**config.mk**
```make
export PLATFORM = sky130hd
export DESIGN_NAME = prsi_core
export DESIGN_NICKNAME = d
export VERILOG_FILES = /design/src/prsi_core.v /design/src/prsi_blink.v
export VERILOG_INCLUDE_DIRS = /design/src
export SDC_FILE = /design/constraint.sdc
export NUM_CORES = 1
export LEC_CHECK = 0
export ABC_AREA = 0
export BUFFER_PORTS_ARGS = -buffer_cell sky130_fd_sc_hd__buf_2
export CAP_MARGIN = 5
export CORE_MARGIN = 2
export CORE_UTILIZATION = 34
export CTS_CLUSTER_DIAMETER = 200
export DETAILED_ROUTE_END_ITERATION = 10
export HOLD_SLACK_MARGIN = 0.1
export SYNTH_ARGS = -nofsm -noshare
export SYNTH_HDL_FRONTEND = slang
export SYNTH_SLANG_ARGS = --single-unit
export TNS_END_PERCENT = 1
```
**constraint.sdc**
```tcl
create_clock -name clock_i -period 2.4 [get_ports clock_i]
set_clock_uncertainty 0.2 [all_clocks]
set_input_delay 0.72 -clock clock_i [delete_from_list [all_inputs] [get_ports clock_i]]
set_output_delay 0.72 -clock clock_i [all_outputs]
set_load 0.05 [all_outputs]
```
**src/prsi_regs.vh**
```
// register offsets, field positions, reset values and timing counts of the run/stop indicator
`ifndef PRSI_REGS_VH
`define PRSI_REGS_VH
// ----------------------------------------------------------------
// register offsets
// ----------------------------------------------------------------
`define PRSI_ADDR_W 4
`define PRSI_OFF_CTRL 4'h0
`define PRSI_OFF_STAT 4'h1
`define PRSI_OFF_IRQ_STAT 4'h2
`define PRSI_OFF_IRQ_MASK 4'h3
`define PRSI_OFF_FAULT 4'h4
`define PRSI_OFF_DIV 4'h5
// ----------------------------------------------------------------
// control register fields (bits 0-6: write one = command pulse; bits 7-8 are stored on every write)
// ----------------------------------------------------------------
`define PRSI_CTRL_COLD 0
`define PRSI_CTRL_WARM 1
`define PRSI_CTRL_HOT 2
`define PRSI_CTRL_STOP 3
`define PRSI_CTRL_RESET_MODE 4
`define PRSI_CTRL_NET_ERR 5
`define PRSI_CTRL_NET_OK 6
`define PRSI_CTRL_PROG_VALID 7
`define PRSI_CTRL_CFG_BAD 8
// ----------------------------------------------------------------
// status register fields
// ----------------------------------------------------------------
`define PRSI_STAT_RUN 0
`define PRSI_STAT_PEND 1
`define PRSI_STAT_ERR 2
`define PRSI_STAT_NET 3
`define PRSI_STAT_RESET 4
`define PRSI_STAT_SWITCH 5
`define PRSI_STAT_LED_G 6
`define PRSI_STAT_LED_R 7
// ----------------------------------------------------------------
// interrupt bits
// ----------------------------------------------------------------
`define PRSI_IRQ_W 4
`define PRSI_IRQ_START 0
`define PRSI_IRQ_STOP 1
`define PRSI_IRQ_FAULT 2
`define PRSI_IRQ_NET 3
// ----------------------------------------------------------------
// reset values and timing
// ----------------------------------------------------------------
`define PRSI_FAULT_W 4
`define PRSI_FAULT_RST 4'h0
`define PRSI_FAULT_CFG 4'hF
`define PRSI_IRQ_MASK_RST 4'h0
`define PRSI_DIV_W 24
`define PRSI_BLINK_NS 50000000
`define PRSI_CLK_NS 20
`define PRSI_DIV_RST 24'h2625A0
`define PRSI_QUICK_SHIFT 2
`endif

```
**src/prsi_core.v**
```verilog
// run/stop control with run and error LED drivers and a small register port
//
// Summary of operation
// - The program runs only with the switch at run and a cold, warm or hot start taken.
// - Switch and start command may arrive in either order; running starts once both hold.
// - A pending start with the switch at stop quick-flashes both LEDs at 1:8.
// - The green LED is off while stopped for any reason, except with a start pending or in reset mode.
// - The green LED slow-flashes 1:1 while running.
// - In reset mode both LEDs quick-flash 1:1.
// - The red LED is off with no error in normal state.
// - A start with an invalid configuration stops and lights red steadily.
// - A severe runtime fault stops running and lights red steadily.
// - A host network error slow-flashes red 1:1 and running continues.
// - The network error clears itself on the next good host exchange.
// - The cause of a severe fault is kept for report at next power-on.
`timescale 1ns/100ps
`default_nettype none
`include "prsi_regs.vh"
module prsi_core #(
  parameter DIV_W = `PRSI_DIV_W,
  parameter [DIV_W-1:0] BLINK_DIV = `PRSI_DIV_RST
) (
  input wire clock_i,
  input wire rst_n_i,
  input wire run_switch_i,
  input wire fault_i,
  input wire [`PRSI_FAULT_W-1:0] fault_code_i,
  input wire [`PRSI_FAULT_W-1:0] fault_kept_i,
  input wire [`PRSI_ADDR_W-1:0] addr_i,
  input wire [31:0] wdata_i,
  input wire wr_i,
  input wire rd_i,
  output reg [31:0] rdata_o,
  output wire [`PRSI_FAULT_W-1:0] fault_store_o,
  output wire fault_store_we_o,
  output wire prog_run_o,
  output reg led_green_o,
  output reg led_red_o,
  output wire irq_o
);
  // ----------------------------------------------------------------
  // state codes
  // ----------------------------------------------------------------
  localparam [1:0] ST_STOP = 2'h0;
  localparam [1:0] ST_PEND = 2'h1;
  localparam [1:0] ST_RUN = 2'h2;
  localparam [1:0] ST_RST = 2'h3;
  // ----------------------------------------------------------------
  // pin synchronisers
  // ----------------------------------------------------------------
  reg sw_m_q, sw_q, flt_m_q, flt_q, flt_d1_q;
  always @(posedge clock_i or negedge rst_n_i) begin
    if (!rst_n_i) begin
      sw_m_q <= 1'b0;
      sw_q <= 1'b0;
      flt_m_q <= 1'b0;
      flt_q <= 1'b0;
      flt_d1_q <= 1'b0;
    end else begin
      sw_m_q <= run_switch_i;
      sw_q <= sw_m_q;
      flt_m_q <= fault_i;
      flt_q <= flt_m_q;
      flt_d1_q <= flt_q;
    end
  end
  wire fault_rise;
  assign fault_rise = flt_q & ~flt_d1_q;
  // ----------------------------------------------------------------
  // register port decode
  // ----------------------------------------------------------------
  wire wr_ctrl, wr_istat, wr_imask, wr_div;
  assign wr_ctrl = wr_i && (addr_i == `PRSI_OFF_CTRL);
  assign wr_istat = wr_i && (addr_i == `PRSI_OFF_IRQ_STAT);
  assign wr_imask = wr_i && (addr_i == `PRSI_OFF_IRQ_MASK);
  assign wr_div = wr_i && (addr_i == `PRSI_OFF_DIV);
  wire cmd_start, cmd_stop, cmd_rst, cmd_net_err, cmd_net_ok, cmd_cfg_bad;
  assign cmd_start = wr_ctrl && (wdata_i[`PRSI_CTRL_COLD] || wdata_i[`PRSI_CTRL_WARM] ||
                                 wdata_i[`PRSI_CTRL_HOT]);
  assign cmd_stop = wr_ctrl && wdata_i[`PRSI_CTRL_STOP];
  assign cmd_rst = wr_ctrl && wdata_i[`PRSI_CTRL_RESET_MODE];
  assign cmd_net_err = wr_ctrl && wdata_i[`PRSI_CTRL_NET_ERR];
  assign cmd_net_ok = wr_ctrl && wdata_i[`PRSI_CTRL_NET_OK];
  assign cmd_cfg_bad = wdata_i[`PRSI_CTRL_CFG_BAD];
  // ----------------------------------------------------------------
  // configuration registers
  // ----------------------------------------------------------------
  reg prog_valid_q, cfg_bad_q;
  reg [DIV_W-1:0] div_q;
  reg [`PRSI_IRQ_W-1:0] imask_q;
  always @(posedge clock_i or negedge rst_n_i) begin
    if (!rst_n_i) begin
      prog_valid_q <= 1'b0;
      cfg_bad_q <= 1'b0;
      div_q <= `PRSI_DIV_RST;
      imask_q <= `PRSI_IRQ_MASK_RST;
    end else begin
      if (wr_ctrl) begin
        prog_valid_q <= wdata_i[`PRSI_CTRL_PROG_VALID];
        cfg_bad_q <= cmd_cfg_bad;
      end
      if (wr_div)
        div_q <= wdata_i[DIV_W-1:0];
      if (wr_imask)
        imask_q <= wdata_i[`PRSI_IRQ_W-1:0];
    end
  end
  // ----------------------------------------------------------------
  // run state machine
  // ----------------------------------------------------------------
  reg [1:0] state_q, state_d;
  reg err_q, err_d, net_q, net_d;
  reg [`PRSI_FAULT_W-1:0] fault_q, fault_d;
  reg fault_we;
  wire cfg_ok;
  assign cfg_ok = prog_valid_q & ~cfg_bad_q;
  always @* begin
    state_d = state_q;
    err_d = err_q;
    net_d = net_q;
    fault_d = fault_q;
    fault_we = 1'b0;
    if (cmd_net_err)
      net_d = 1'b1;
    else if (cmd_net_ok)
      net_d = 1'b0;
    case (state_q)
      ST_STOP: begin
        if (cmd_rst)
          state_d = ST_RST;
        else if (cmd_start)
          state_d = ST_PEND;
      end
      ST_PEND: begin
        if (cmd_stop)
          state_d = ST_STOP;
        else if (cmd_rst)
          state_d = ST_RST;
        else if (sw_q) begin
          if (cfg_ok) begin
            state_d = ST_RUN;
            err_d = 1'b0;
          end else begin
            state_d = ST_STOP;
            err_d = 1'b1;
            fault_d = `PRSI_FAULT_CFG;
            fault_we = 1'b1;
          end
        end
      end
      ST_RUN: begin
        if (fault_rise) begin
          state_d = ST_STOP;
          err_d = 1'b1;
          fault_d = fault_code_i;
          fault_we = 1'b1;
        end else if (cmd_stop || !sw_q)
          state_d = ST_STOP;
        else if (cmd_rst)
          state_d = ST_RST;
      end
      ST_RST: begin
        if (cmd_stop)
          state_d = ST_STOP;
        else if (cmd_start)
          state_d = ST_PEND;
      end
      default: state_d = ST_STOP;
    endcase
    if (cmd_start && state_q != ST_RUN)
      err_d = 1'b0;
  end
  // fault cause reloaded from non-volatile store after power-on
  reg load_q;
  always @(posedge clock_i or negedge rst_n_i) begin
    if (!rst_n_i) begin
      state_q <= ST_STOP;
      err_q <= 1'b0;
      net_q <= 1'b0;
      fault_q <= `PRSI_FAULT_RST;
      load_q <= 1'b1;
    end else begin
      state_q <= state_d;
      err_q <= err_d;
      net_q <= net_d;
      load_q <= 1'b0;
      fault_q <= load_q ? fault_kept_i : fault_d;
    end
  end
  assign fault_store_o = fault_q;
  assign fault_store_we_o = fault_we;
  assign prog_run_o = (state_q == ST_RUN);
  // ----------------------------------------------------------------
  // blink base and LED patterns
  // ----------------------------------------------------------------
  wire q11, q18, s11;
  prsi_blink #(
    .DIV_W(DIV_W)
  ) u_blink (
    .clock_i(clock_i),
    .rst_n_i(rst_n_i),
    .period_i(div_q),
    .quick_11_o(q11),
    .quick_18_o(q18),
    .slow_11_o(s11)
  );
  reg led_g_d, led_r_d;
  always @* begin
    led_g_d = 1'b0;
    led_r_d = 1'b0;
    case (state_q)
      ST_PEND: begin
        led_g_d = q18;
        led_r_d = q18;
      end
      ST_RUN: led_g_d = s11;
      ST_RST: begin
        led_g_d = q11;
        led_r_d = q11;
      end
      default: led_g_d = 1'b0;
    endcase
    // steady error outranks the flash patterns of the red LED, but reset mode owns both LEDs
    if (err_q && state_q != ST_RST)
      led_r_d = 1'b1;
    else if (net_q && state_q != ST_RST && state_q != ST_PEND)
      led_r_d = s11;
  end
  always @(posedge clock_i or negedge rst_n_i) begin
    if (!rst_n_i) begin
      led_green_o <= 1'b0;
      led_red_o <= 1'b0;
    end else begin
      led_green_o <= led_g_d;
      led_red_o <= led_r_d;
    end
  end
  // ----------------------------------------------------------------
  // interrupts: sticky, write one to clear, set wins
  // ----------------------------------------------------------------
  wire [`PRSI_IRQ_W-1:0] ev;
  assign ev[`PRSI_IRQ_START] = (state_d == ST_RUN) && (state_q != ST_RUN);
  assign ev[`PRSI_IRQ_STOP] = (state_d == ST_STOP) && (state_q == ST_RUN);
  assign ev[`PRSI_IRQ_FAULT] = fault_we;
  assign ev[`PRSI_IRQ_NET] = net_d & ~net_q;
  reg [`PRSI_IRQ_W-1:0] istat_q;
  genvar gi;
  generate
    for (gi = 0; gi < `PRSI_IRQ_W; gi = gi + 1) begin : g_irq
      always @(posedge clock_i or negedge rst_n_i) begin
        if (!rst_n_i)
          istat_q[gi] <= 1'b0;
        else if (ev[gi])
          istat_q[gi] <= 1'b1;
        else if (wr_istat && wdata_i[gi])
          istat_q[gi] <= 1'b0;
      end
    end
  endgenerate
  assign irq_o = |(istat_q & imask_q);
  // ----------------------------------------------------------------
  // read port: data one cycle after strobe, unmapped reads zero
  // ----------------------------------------------------------------
  reg [31:0] rd_d;
  always @* begin
    rd_d = 32'h00000000;
    case (addr_i)
      `PRSI_OFF_CTRL: begin
        rd_d[`PRSI_CTRL_PROG_VALID] = prog_valid_q;
        rd_d[`PRSI_CTRL_CFG_BAD] = cfg_bad_q;
      end
      `PRSI_OFF_STAT: begin
        rd_d[`PRSI_STAT_RUN] = (state_q == ST_RUN);
        rd_d[`PRSI_STAT_PEND] = (state_q == ST_PEND);
        rd_d[`PRSI_STAT_ERR] = err_q;
        rd_d[`PRSI_STAT_NET] = net_q;
        rd_d[`PRSI_STAT_RESET] = (state_q == ST_RST);
        rd_d[`PRSI_STAT_SWITCH] = sw_q;
        rd_d[`PRSI_STAT_LED_G] = led_green_o;
        rd_d[`PRSI_STAT_LED_R] = led_red_o;
      end
      `PRSI_OFF_IRQ_STAT: rd_d[`PRSI_IRQ_W-1:0] = istat_q;
      `PRSI_OFF_IRQ_MASK: rd_d[`PRSI_IRQ_W-1:0] = imask_q;
      `PRSI_OFF_FAULT: rd_d[`PRSI_FAULT_W-1:0] = fault_q;
      `PRSI_OFF_DIV: rd_d[DIV_W-1:0] = div_q;
      default: rd_d = 32'h00000000;
    endcase
  end
  always @(posedge clock_i or negedge rst_n_i) begin
    if (!rst_n_i)
      rdata_o <= 32'h00000000;
    else if (rd_i)
      rdata_o <= rd_d;
    else
      rdata_o <= 32'h00000000;
  end
endmodule // prsi_core
`default_nettype wire

```
**src/prsi_blink.v**
```verilog
// blink pulse base: shared divider producing quick and slow patterns
`timescale 1ns/100ps
`default_nettype none
`include "prsi_regs.vh"
module prsi_blink #(
  parameter DIV_W = `PRSI_DIV_W
) (
  input wire clock_i,
  input wire rst_n_i,
  input wire [DIV_W-1:0] period_i,
  output reg quick_11_o,
  output reg quick_18_o,
  output reg slow_11_o
);
  // ----------------------------------------------------------------
  // base tick
  // ----------------------------------------------------------------
  reg [DIV_W-1:0] cnt_q;
  reg [2:0] phase_q;
  wire tick;
  assign tick = (cnt_q >= period_i);
  always @(posedge clock_i or negedge rst_n_i) begin
    if (!rst_n_i) begin
      cnt_q <= {DIV_W{1'b0}};
      phase_q <= 3'h0;
    end else if (tick) begin
      cnt_q <= {DIV_W{1'b0}};
      phase_q <= phase_q + 3'h1;
    end else begin
      cnt_q <= cnt_q + {{(DIV_W-1){1'b0}}, 1'b1};
    end
  end
  // ----------------------------------------------------------------
  // patterns: quick 1:1 is 4x slow, quick 1:8 shares the slow period, all from one phase counter
  // ----------------------------------------------------------------
  always @(posedge clock_i or negedge rst_n_i) begin
    if (!rst_n_i) begin
      quick_11_o <= 1'b0;
      quick_18_o <= 1'b0;
      slow_11_o <= 1'b0;
    end else begin
      quick_11_o <= phase_q[0];
      quick_18_o <= (phase_q[2:0] == 3'h7);
      slow_11_o <= phase_q[`PRSI_QUICK_SHIFT];
    end
  end
endmodule // prsi_blink
`default_nettype wire

```
==> impl_metrics.env <==
export IMPL_stdcell_count=837
export IMPL_drc=0
export IMPL_grt_max_degree=70
export IMPL_synth_simple_area_share_pct=16.1
export IMPL_cts_sinks=104
export IMPL_dp_cells=813
export IMPL_fin_worst_hold_slack_ns=0.155
export IMPL_cp_cell_sequence="inv_2 -> ha_4 -> inv_4 -> or2_4 -> a21boi_4 -> buf_6"
export IMPL_diodes=0
export IMPL_port_buffer_count=74
export IMPL_num_rows=44
export IMPL_cts_root_buf="clkbuf_16"
export IMPL_avgViaCountPerCell=4.84
export IMPL_core_area_um2=14600
export IMPL_drtPass1Iterations=4
export IMPL_htreeDepth=3
export IMPL_gp_congestion=0.848
export IMPL_worstSetupPathType="reg2out"
export IMPL_drv_slew=0
export IMPL_p_leak_nw=3.28
export IMPL_cp_start_kind="flop"
export IMPL_relSlewSlack_pct=62.5
export IMPL_hold_buffers=0
export IMPL_ir_drop_mv=0.347
export IMPL_critPathMaxStageDelay_ns=0.43
export IMPL_crit_fanout=4
export IMPL_final_cell_mix="95 x dfrtp_1, 71 x buf_2, 62 x nand2_1"
export IMPL_cts_tree="yes"
export IMPL_synthXorXnorAreaFrac_pct=3.94
export IMPL_grt_total_usage_pct=15.6
export IMPL_synth_top_family_by_area="simple AND/OR/NAND/NOR gates"
export IMPL_cp_slowest_cell="dfrtp_1"
export IMPL_wl_per_cell_um=14.5
export IMPL_syn_area_um2=5110
export IMPL_max_slew_worst_pin_slew_ns=0.561
export IMPL_hpwl_um=9230
export IMPL_fmax_mhz=390
export IMPL_status="finished, violations left"
export IMPL_ys_flop_type="dfrtp_1"
export IMPL_grt_pass1_wl_um=20200
export IMPL_fillCellCount=1332
export IMPL_drtAntennaViolNets=0
export IMPL_worstPathArrival_ns=1.64
export IMPL_io_pins=91
export IMPL_drt_total_wl_um=12200
export IMPL_final_hold_violation_count=0
export IMPL_die_x_um=127
export IMPL_synth_compound_area_share_pct=11.7
export IMPL_syn_inst=514
export IMPL_grt_overflow=0
export IMPL_cts_buffers=9
export IMPL_rsz0062_at_grt="true"
export IMPL_fin_nets=729
export IMPL_fin_crit_ns=2.56
export IMPL_drtIter0Drc=179
export IMPL_required_ns=1.48
export IMPL_dieHeight_um=127
export IMPL_antenna_found_initial=0
export IMPL_drive_above_1_share_pct=31.4
export IMPL_initial_core_util_pct=35.0
export IMPL_yosysWarnings=0
export IMPL_synth_seq_cells=104
export IMPL_muxShareOfSynthArea_pct=4.04
export IMPL_fin_ws_ns=-0.164
export IMPL_setup_viol=29
export IMPL_cp_end_kind="output port"
export IMPL_hp_class="reg2reg"
export IMPL_cap_violations=0
export IMPL_die_area_um2=16000
export IMPL_dr_total_vias=4054
export IMPL_ys_types=54
export IMPL_cellPowerDensity_nw_per_um2=798
export IMPL_min_period_over_period_pct=107
export IMPL_synth_edf_count=0
export IMPL_clock_path_buffers=2
export IMPL_avgSynthCellArea_um2=9.95
export IMPL_async_reset_ff_share_pct=100
export IMPL_clk_latency_ns=0.35
export IMPL_synthAdderAreaFrac_pct=7.59
export IMPL_violations="setup timing"
export IMPL_area_growth_pct=30.8
export IMPL_ys_seq_area_share_pct=51.1
export IMPL_grt_pass1_vias=4170
export IMPL_final_common_cell="dfrtp_1"
export IMPL_path_clk_slew_ns=0.07
[worst max-delay path, delay by kind of cell (launching register included)]
family,cells,cell delay [ns]
AOI/OAI and AO/OA,1,0.16
adders and majority gates,1,0.15
DFF,1,0.43
buffers and inverters,3,0.30
and+or+nand+nor,1,0.25
[sequential cells by signal, summed over array words and instances (netlist names), 2 cells and up]
signal and flops:
u_blink.phase_q 3, imask_q 4, istat_q 4, u_blink.cnt_q 24, rdata_o 24, state_q 2, fault_store_o 4, div_q 24
[worst paths after layout]
check                                           start                             end  slack, ns  cells after the start
worst max-delay path             state_q[0]$_DFF_PN0_                fault_store_we_o      -0.16                      6
worst min-delay path                 sw_m_q$_DFF_PN0_                  sw_q$_DFF_PN0_       0.15                      0
worst max register to register  div_q[13]$_DFFE_PN1P_  u_blink.phase_q[2]$_DFFE_PN0N_      -0.13                      9
worst min register to register       sw_m_q$_DFF_PN0_                  sw_q$_DFF_PN0_       0.15                      0
max in group asynchronous                     rst_n_i            div_q[5]$_DFFE_PN1P_       1.43                      2
min in group asynchronous                     rst_n_i              flt_d1_q$_DFF_PN0_       0.18                      2
[cells in the mapped netlist (all sizes together) (9+ instances only)]
cell,n,area share [%]
nand3,11,1.1
xnor2,12,2.1
inv,40,2.9
a21oi,16,1.6
xor2,11,1.9
dfstp,9,4.6
ha,31,7.6
buf,15,1.9
dfrtp,95,47
nor2,51,3.9
mux2,15,3.5
nand2,62,4.6
nor3,22,2.2
o21ai,44,4.3
[report_power, final]
part	switching [mW]	internal, mW
Sequential	0.137	1.99
Clock	0.638	1.16
Combinational	0.842	0.575
Total	1.62	3.72
[repair_timing]
item,CTS,global route
pin swaps,9,8
gates resized for setup,12,11
setup endpoints to repair,27,30
gates cloned,0,0
buffers inserted,3,5
[layer usage]
metal	vias up	wire (µm)	GRT usage, %
met5	-	0	0
met3	18	456	3.29
met2	85	5850	25.5
met4	0	199	5.43
li1	1999	-	-
met1	1952	5650	20.8
[cell families (layout without fill, tap and decap cells)]
group | Yosys count | in the layout
fa+ha+maj | 31 | 31
buf+inv | 63 | 194
other cells | 1 | 9
xor+xnor | 23 | 23
compound gates | 94 | 94
simple gates | 180 | 180
flops | 104 | 104
mux | 18 | 18
[area by class of cell]
type,count,area [µm²],area share [%]
clock buffer,11,243,3.63
clock inverter,5,129,1.93
tap,184,230,3.44
multi-input combinational,355,2410,36.1
sequential,104,2610,39.1
timing repair buffer,138,902,13.5
inverter,40,153,2.28
[metrics by stage]
step	setup slack, ns	area (µm²)	power [mW]	setup TNS [ns]	utilization (%)
6_report	-0.164	6690	5.34	-1.77	45.8
5_1_grt	-0.236	6690	5.59	-4.18	45.8
4_1_cts	-0.177	6590	5.27	-2.97	45.2
3_5_place_dp	-0.180	6140	3.45	-4.01	42.1
3_3_place_gp	-0.177	6140	3.41	-4.15	42.1
2_1_floorplan	-0.0257	5220	2.99	-0.115	-
Note: power is estimated with default switching activity, not from simulation.
